`src/hdl/spims_pkg.sv`:
```
// Package for the SPI master/slave port: control fields, rates, states.
// Assumes one system clock; no register bus, control bits are ports.
package spims_pkg;
   localparam int unsigned SPIMS_DATA_W = 8;
   localparam int unsigned SPIMS_BIT_CNT_W = 3;
   localparam logic [2:0] SPIMS_RATE_RSVD = 3'h7;
   localparam int unsigned SPIMS_DIV_W = 7;
   localparam logic [SPIMS_DIV_W-1:0] SPIMS_DIV_ONE = 7'h01;
   localparam logic [7:0] SPIMS_DATA_RST = 8'h00;
   localparam logic [2:0] SPIMS_BIT_LAST = 3'h7;
   localparam logic [2:0] SPIMS_BIT_FIRST = 3'h0;

   // Control word, as held by software
   typedef struct packed {
      logic spi_enable;
      logic master_select;
      logic clock_polarity;
      logic clock_phase;
      logic ss_disable;
      logic [2:0] rate_select;
   } spims_ctrl_s;

   // Status word
   typedef struct packed {
      logic transfer_done_flag;
      logic write_collision_flag;
      logic mode_fault_flag;
      logic busy;
   } spims_stat_s;

   typedef enum logic [1:0] {
      SPIMS_IDLE = 2'b00,
      SPIMS_LEAD = 2'b01,
      SPIMS_TRAIL = 2'b11
   } spims_state_e;
endpackage

```
`src/hdl/spims_sync.sv`:
```
// Two-stage synchroniser for pin inputs.
// Assumes inputs are asynchronous to the system clock.
`timescale 1ns/1ns
module spims_sync
   import spims_pkg::*;
#(
   parameter int unsigned WIDTH = 1
)
(
   // Clock and reset
   input wire logic clk_i,
   input wire logic srst_i,
   // Data
   input wire logic [WIDTH-1:0] d_i,
   output logic [WIDTH-1:0] q_o
);
   logic [WIDTH-1:0] meta_r;

   always_ff @(posedge clk_i)
   begin
      if (srst_i)
      begin
         meta_r <= '0;
         q_o <= '0;
      end
      else
      begin
         meta_r <= d_i;
         q_o <= meta_r;
      end
   end
endmodule

```
`src/hdl/spims_top.sv`:
```
// SPI port that runs as master or slave, one byte per transfer.
// Assumes a CPU-side controller drives the control and strobe ports.
`timescale 1ns/1ns
module spims_top
   import spims_pkg::*;
(
   // Clock and reset
   input wire logic CLK_SYS_I,
   input wire logic SRST_I,
   // Control written by software
   input wire spims_ctrl_s CTRL_WDATA_I,
   input wire logic CTRL_WR_I,
   input wire logic [7:0] DATA_WDATA_I,
   input wire logic DATA_WR_I,
   input wire logic DATA_RD_I,
   input wire logic STAT_RD_I,
   // Control and status seen by software
   output spims_ctrl_s CTRL_O,
   output spims_stat_s STAT_O,
   output logic [7:0] DATA_RDATA_O,
   output logic IRQ_O,
   // Serial pins
   input wire logic SCK_I,
   output logic SCK_O,
   output logic SCK_OE_O,
   input wire logic MOSI_I,
   output logic MOSI_O,
   output logic MOSI_OE_O,
   input wire logic MISO_I,
   output logic MISO_O,
   output logic MISO_OE_O,
   input wire logic SS_N_I
);
   logic [2:0] pins_s;
   logic sck_s, mosi_s, miso_s, ss_n_s;
   logic sck_d_r, ss_n_d_r;
   spims_state_e state_r, state_nxt;
   logic [7:0] shift_r, rx_r;
   logic [2:0] bit_r;
   logic [SPIMS_DIV_W-1:0] div_cnt_r;
   logic sample_r;
   logic mode_fault_flag_armed_r, write_collision_flag_armed_r;

   spims_sync #(.WIDTH(4)) u_sync (
      .clk_i(CLK_SYS_I),
      .srst_i(SRST_I),
      .d_i({SCK_I, MOSI_I, MISO_I, !SS_N_I}),
      .q_o({sck_s, pins_s})
   );
   assign mosi_s = pins_s[2];
   assign miso_s = pins_s[1];
   // Select held inverted so reset reads as deselected
   assign ss_n_s = !pins_s[0];

   wire is_master = CTRL_O.spi_enable && CTRL_O.master_select;
   wire is_slave = CTRL_O.spi_enable && !CTRL_O.master_select;
   // Select ignored as GPIO in master with ss_disable
   wire mode_fault_flag_det = is_master && !CTRL_O.ss_disable && !ss_n_s;
   wire slave_sel = CTRL_O.ss_disable && CTRL_O.clock_phase
                    ? 1'b1 : !ss_n_s;
   wire sel_fall = ss_n_d_r && !ss_n_s;
   wire busy = (state_r != SPIMS_IDLE);
   // Half-period count: div/2, code 7 gives no clock
   wire rate_ok = (CTRL_O.rate_select != SPIMS_RATE_RSVD);
   wire [SPIMS_DIV_W-1:0] half_div =
      SPIMS_DIV_ONE << CTRL_O.rate_select;
   wire tick = is_master && rate_ok && (div_cnt_r == half_div);
   // Slave clock edges, polarity removed
   wire sck_rise = is_slave && slave_sel && !sck_d_r && sck_s;
   wire sck_fall = is_slave && slave_sel && sck_d_r && !sck_s;
   wire lead_edge = CTRL_O.clock_polarity ? sck_fall : sck_rise;
   wire trail_edge = CTRL_O.clock_polarity ? sck_rise : sck_fall;
   wire m_edge = tick && busy;
   wire samp_edge = CTRL_O.clock_phase ? trail_edge : lead_edge;
   wire shft_edge = CTRL_O.clock_phase ? lead_edge : trail_edge;
   wire rx_bit = is_master ? miso_s : mosi_s;
   wire start_m = is_master && DATA_WR_I && !busy;
   wire start_s0 = is_slave && !CTRL_O.clock_phase && sel_fall;
   wire start_s1 = is_slave && CTRL_O.clock_phase && lead_edge
                   && !busy;
   wire write_collision_flag_set = DATA_WR_I && busy;
   wire last_bit = (bit_r == SPIMS_BIT_LAST);
   // Phase one slave: no ninth leading edge, close on last sample
   wire shft_go = shft_edge
                  || (is_slave && CTRL_O.clock_phase && last_bit);

   always_comb
   begin
      state_nxt = state_r;
      unique case (state_r)
         SPIMS_IDLE:
            if (start_m || start_s0 || start_s1)
               state_nxt = SPIMS_LEAD;
         SPIMS_LEAD:
            if (m_edge || (!is_master && samp_edge))
               state_nxt = SPIMS_TRAIL;
         SPIMS_TRAIL:
            if (m_edge || (!is_master && shft_go))
               state_nxt = last_bit ? SPIMS_IDLE : SPIMS_LEAD;
         default:
            state_nxt = SPIMS_IDLE;
      endcase
      if (!CTRL_O.spi_enable || mode_fault_flag_det)
         state_nxt = SPIMS_IDLE;
      if (is_slave && !CTRL_O.clock_phase && ss_n_s)
         state_nxt = SPIMS_IDLE;
   end

   always_ff @(posedge CLK_SYS_I)
   begin
      if (SRST_I)
      begin
         state_r <= SPIMS_IDLE;
         sck_d_r <= 1'b0;
         ss_n_d_r <= 1'b1;
         div_cnt_r <= SPIMS_DIV_ONE;
      end
      else
      begin
         state_r <= state_nxt;
         sck_d_r <= sck_s;
         ss_n_d_r <= ss_n_s;
         div_cnt_r <= (tick || !busy) ? SPIMS_DIV_ONE
                      : div_cnt_r + SPIMS_DIV_ONE;
      end
   end

   // Shift register, bit counter, receive buffer
   always_ff @(posedge CLK_SYS_I)
   begin
      if (SRST_I)
      begin
         shift_r <= SPIMS_DATA_RST;
         rx_r <= SPIMS_DATA_RST;
         bit_r <= SPIMS_BIT_FIRST;
         sample_r <= 1'b0;
      end
      else if (state_r == SPIMS_IDLE)
      begin
         bit_r <= SPIMS_BIT_FIRST;
         if (DATA_WR_I)
            shift_r <= DATA_WDATA_I;
         if (CTRL_O.clock_phase && start_s1)
            sample_r <= 1'b0;
      end
      else
      begin
         if ((state_r == SPIMS_LEAD) && (m_edge || samp_edge))
            sample_r <= rx_bit;
         if ((state_r == SPIMS_TRAIL) && (m_edge || shft_go))
         begin
            shift_r <= {shift_r[6:0], sample_r};
            bit_r <= bit_r + 3'h1;
            if (last_bit)
               rx_r <= {shift_r[6:0], sample_r};
         end
      end
   end

   // Control, flags and pins
   always_ff @(posedge CLK_SYS_I)
   begin
      if (SRST_I)
      begin
         CTRL_O <= '0;
         STAT_O <= '0;
         mode_fault_flag_armed_r <= 1'b0;
         write_collision_flag_armed_r <= 1'b0;
         IRQ_O <= 1'b0;
         DATA_RDATA_O <= SPIMS_DATA_RST;
         SCK_O <= 1'b0;
         SCK_OE_O <= 1'b0;
         MOSI_O <= 1'b0;
         MOSI_OE_O <= 1'b0;
         MISO_O <= 1'b0;
         MISO_OE_O <= 1'b0;
      end
      else
      begin
         if (CTRL_WR_I)
            CTRL_O <= CTRL_WDATA_I;
         if (mode_fault_flag_det)
         begin
            CTRL_O.spi_enable <= 1'b0;
            CTRL_O.master_select <= 1'b0;
         end
         // Fault flag clears: status read then control write; collision flag clears: status read then data write or read
         if (STAT_RD_I && STAT_O.mode_fault_flag)
            mode_fault_flag_armed_r <= 1'b1;
         if (STAT_RD_I && STAT_O.write_collision_flag)
            write_collision_flag_armed_r <= 1'b1;
         if (mode_fault_flag_det)
            STAT_O.mode_fault_flag <= 1'b1;
         else if (mode_fault_flag_armed_r && CTRL_WR_I)
         begin
            STAT_O.mode_fault_flag <= 1'b0;
            mode_fault_flag_armed_r <= 1'b0;
         end
         if (write_collision_flag_set)
            STAT_O.write_collision_flag <= 1'b1;
         else if (write_collision_flag_armed_r && (DATA_WR_I || DATA_RD_I))
         begin
            STAT_O.write_collision_flag <= 1'b0;
            write_collision_flag_armed_r <= 1'b0;
         end
         if (busy && state_nxt == SPIMS_IDLE && last_bit
             && state_r == SPIMS_TRAIL)
         begin
            STAT_O.transfer_done_flag <= 1'b1;
            DATA_RDATA_O <= {shift_r[6:0], sample_r};
         end
         else if (DATA_RD_I || DATA_WR_I)
            STAT_O.transfer_done_flag <= 1'b0;
         STAT_O.busy <= (state_nxt != SPIMS_IDLE);
         IRQ_O <= STAT_O.mode_fault_flag || mode_fault_flag_det
                  || STAT_O.transfer_done_flag;
         SCK_OE_O <= is_master && !mode_fault_flag_det;
         MOSI_OE_O <= is_master && !mode_fault_flag_det;
         SCK_O <= CTRL_O.clock_polarity ^ (is_master && state_nxt ==
                  (CTRL_O.clock_phase ? SPIMS_LEAD : SPIMS_TRAIL)
                  && (state_r != SPIMS_IDLE || CTRL_O.clock_phase));
         MOSI_O <= shift_r[7];
         MISO_O <= shift_r[7];
         MISO_OE_O <= is_slave && slave_sel;
      end
   end
endmodule

```
`config.mk`:
```
export PLATFORM = sky130hd
export DESIGN_NAME = spims_top
export DESIGN_NICKNAME = d
export VERILOG_FILES = /design/src/hdl/spims_pkg.sv /design/src/hdl/spims_sync.sv /design/src/hdl/spims_top.sv
export SDC_FILE = /design/constraint.sdc
export NUM_CORES = 1
export LEC_CHECK = 0
export BUFFER_PORTS_ARGS = -buffer_cell sky130_fd_sc_hd__buf_2
export CAP_MARGIN = 15
export CORE_MARGIN = 1.5
export CORE_UTILIZATION = 38
export CTS_BUF_LIST = sky130_fd_sc_hd__clkbuf_2 sky130_fd_sc_hd__clkbuf_4 sky130_fd_sc_hd__clkbuf_8
export DETAILED_ROUTE_END_ITERATION = 8
export HOLD_SLACK_MARGIN = 0.15
export PLACE_DENSITY = 0.58
export SYNTH_ARGS = -nofsm -noshare
export SYNTH_HDL_FRONTEND = slang
export SYNTH_SLANG_ARGS = --single-unit
```
`constraint.sdc`:
```
create_clock -name CLK_SYS_I -period 2.4 [get_ports CLK_SYS_I]
set_input_delay 0.36 -clock CLK_SYS_I [delete_from_list [all_inputs] [get_ports CLK_SYS_I]]
set_output_delay 0.36 -clock CLK_SYS_I [all_outputs]
set_load 0.05 [all_outputs]
```
==> results.txt <==
- Number of setup violations in the final report: 0
- Setup repair after global routing missed its margin: yes
* Buffer levels on the longest clock path: 2
- Dividing the detail-routed via count by the number of cells gives between 4 and 5.
* CTS tree: built
- Number of violations of the max-capacitance limit: 0
- In this run the worst path has a maximum fanout of 6.
- Area of the mapped netlist: between 0.002 and 0.003 mm²
- Critical Path Sink Type: flip-flop
- Latest clock arrival within the worst-skew pair: about 330 ps
* Initial antenna violation count: 0
- After detailed routing, the average wire length per cell comes to roughly 13 µm.
* Count of mapped cells out of synthesis: between 200 and 300
- For this design the top-level I/O count stands at between 50 and 60.
* Power share of the clock group: around two fifths
- STA classifies the critical path startpoint as a flip-flop.
- The number of max-slew violations in the final report is 0.
- For met3 alone, demand over resource in global routing was between 6 and 7%.
- Largest voltage drop on the vdd net: around 350 µV
- Synthesized netlist net count: around 320
* Number of H-tree levels: 3
- The worst hold path was traced through 2 stages.
* Global Route met2 Usage: about 25%
- Combinational fraction of design power: 9.4%
- The global routing stage identified its most utilized layer as met2.
- The worst hold path belongs to the class input pin to flip-flop.
* Count of distinct cell types in the synthesized netlist: 52
- Maximum clock skew at final layout: 5.22 ps
* Power density normalized to cell area: between 500 and 600 mW/mm²
- Fraction of layout cells with a size suffix above 1: around 30%
- Highest Clock Rate: between 400 and 500 MHz
- For the worst setup path, the data arrival time is approximately 2600 ps.
- The Yosys step of the flow raised 0 warnings.
- Total clock buffers created by CTS: 9
* PortBufs: 52
- The synthesized design contains 58 register bits.
- For this design the total switching power over the nets is roughly 0.53 mW.
- The die is around 87 µm tall.
- Via count of the first global-routing pass: a little under 2,000
* Setup CP Type: flip-flop to flip-flop
- Slew @ Worst Pin: between 500 and 600 ps
- Global-route track usage on met1: 21.5%
- Diode insertion count for antenna repair: 0
- Drt pass-1 iters: 4
- Sink Count: 58
- After synthesis, the share of flip-flops with an asynchronous set or reset is 0%.
* Final weighted congestion in routability-driven placement: 0.816
* Clock-pin slew on the worst setup and hold paths: 70 ps
* Maximum number of pins on one net before global-route repair: 30
* Sequential share of power: just over 50%
* Total global routing overflow: 0
* Final Routed Wirelength: a little under 6000 µm
* Number of flops mapped to enable cells by yosys: 0
* Hold slack: 239 ps
- Synth Flop Type: dfxtp_1
* Floorplan die area: ~0.0075 mm²
* Std-Cell Rows: 30
* Post-route clock period utilization: 97.5%
* Number of violations reported at the end of detailed-routing iteration 0: 75
- Measured along the x axis, the die boundary spans 86.7 µm.
* Final Hold Vio Count: 0
- Global-route wire length before repair: 9450 µm
- Mapped Avg Cell Area: 9.17 µm²
* Switching portion of total power: between 20% and 30%
- The area growth from synthesis to layout is 23.1%.
- In the routed design, unresolved DRC markers number 0.
- Total via count in the routed design: 2,220
* Detail Route Antenna Nets: 0
- Leakage power figure: about 1.4 nW
- The tree is rooted in a clkbuf_8.
* Minimum period implied by the final worst setup slack: around 2300 ps
- Initial core utilization: 39.2%
- Register area share after synthesis: a little over two fifths
* Setup slack of the critical path after layout: 60.7 ps
- Layout net count: approximately 380
- At the worst endpoint, the required time is approximately 2600 ps.
- The internal portion of the total power is between 1 and 1.5 mW.
* Core box area: 0.00679 mm²
* DP HPWL: 4070 µm
* Worst slew margin: 66.4%
* Total GRT Usage: 16.5%
- Result of the run: completed
- Pre-CTS setup slack: -16.0 ps
* Worst r2r path cells: 8
## timing repair
item | CTS | global route
setup buffers | 1 | 0
hold buffers | 1 | 0
pin swaps | 1 | 2
hold endpoints to repair | 1 | 0
gates resized for setup | 0 | 6
endpoints found under the setup margin | 1 | 1
## state kept, by name, summed over array words and instances (netlist names)
name	cells
write_collision_flag_armed_r	1
ss_n_d_r	1
DATA_RDATA_O	8
STAT_O	4
u_sync.q_o	4
MISO_O	1
IRQ_O	1
SCK_O	1
mode_fault_flag_armed_r	1
div_cnt_r	7
MISO_OE_O	1
state_r	2
bit_r	3
MOSI_OE_O	1
shift_r	8
sample_r	1
u_sync.meta_r	4
CTRL_O	8
sck_d_r	1
## logic make-up (layout without fill, tap and decap cells)
kind of cell	Yosys count	in the layout	synth area share, %
XOR/XNOR	6	6	2.26
adder cells (fa/ha/maj)	3	3	1.41
flip-flops	58	58	43.6
AO/OA/AOI/OAI	62	62	18.0
buffers and inverters	27	88	5.08
AND/OR/NAND/NOR	114	114	21.7
multiplexers	20	20	7.90
## area by class of cell
type	count	area (µm²)
Clock buffer	9	124
Sequential cell	58	1180
Clock inverter	7	46.3
Fill cell	659	3520
Inverter	8	30.0
Tap cell	96	120
Timing Repair Buffer	64	365
Multi-Input combinational cell	205	1410
## routing by layer
layer	routed length [µm]	vias to the layer above	share of wire (%)
met5	0	-	0
met4	48	0	0.82
met3	161	6	2.8
met2	2810	38	48
met1	2820	1043	48
li1	-	1133	-
## through the flow
stage          utilization [%]  setup TNS (ps)  total power [mW]  cells  cell area (µm²)
2_1_floorplan                -               0              1.17    290             2690
3_3_place_gp              45.0               0              1.21    429             3060
3_5_place_dp              45.0           -16.0              1.22    429             3060
4_1_cts                   47.7               0              2.00    447             3240
5_1_grt                   48.2          -0.979              2.06    447             3280
6_report                  48.2               0              1.96    447             3280
## Yosys cell counts, types with 5 or more instances
library cell	instances	area, µm²
o21ai_0	14	70.1
clkbuf_1	8	30.0
nand2_1	20	75.1
inv_1	8	30.0
nor2b_1	20	125
mux2i_1	18	180
a21oi_1	14	70.1
a311oi_1	8	70.1
nor2_1	45	169
dfxtp_1	58	1160
a211oi_1	5	37.5
## final timing paths
path                                  startpoint                to  slack, ps
worst max-delay path                div_cnt_r[3]             SCK_O         60
worst min-delay path                      MOSI_I  u_sync.meta_r[2]        240
worst max register to register      div_cnt_r[3]             SCK_O         60
worst min register to register  u_sync.meta_r[1]     u_sync.q_o[1]        440
## power groups by stage
| stage | combinational [mW] | clock (mW) | sequential (mW) |
|---|---|---|---|
| 2_1_floorplan | 0.106 | 0 | 1.06 |
| 3_3_place_gp | 0.176 | 0 | 1.04 |
| 3_5_place_dp | 0.178 | 0 | 1.04 |
| 4_1_cts | 0.181 | 0.801 | 1.02 |
| 5_1_grt | 0.202 | 0.836 | 1.02 |
| 6_report | 0.185 | 0.759 | 1.02 |
## worst max-delay path: stages, from the launching register on
cell	delay, ps
dfxtp_1	360
nor2b_1	150
a31oi_1	330
a2111oi_4	70
buf_4	170
a21o_2	250
a211oi_2	270
mux2_4	330
mux2_4	290
## cell usage in the layout (no fill, tap or decap), types with 4 or more instances in the layout
cell / n
inv_1: 8
buf_4: 10
nor2b_1: 19
dfxtp_4: 4
buf_2: 52
clkbuf_8: 9
a311oi_1: 8
nand2_1: 20
o21ai_0: 14
nor2_1: 45
a21oi_1: 13
nand2b_1: 4
dfxtp_1: 51
mux2i_1: 18
Note: power is estimated with default switching activity, not from simulation.
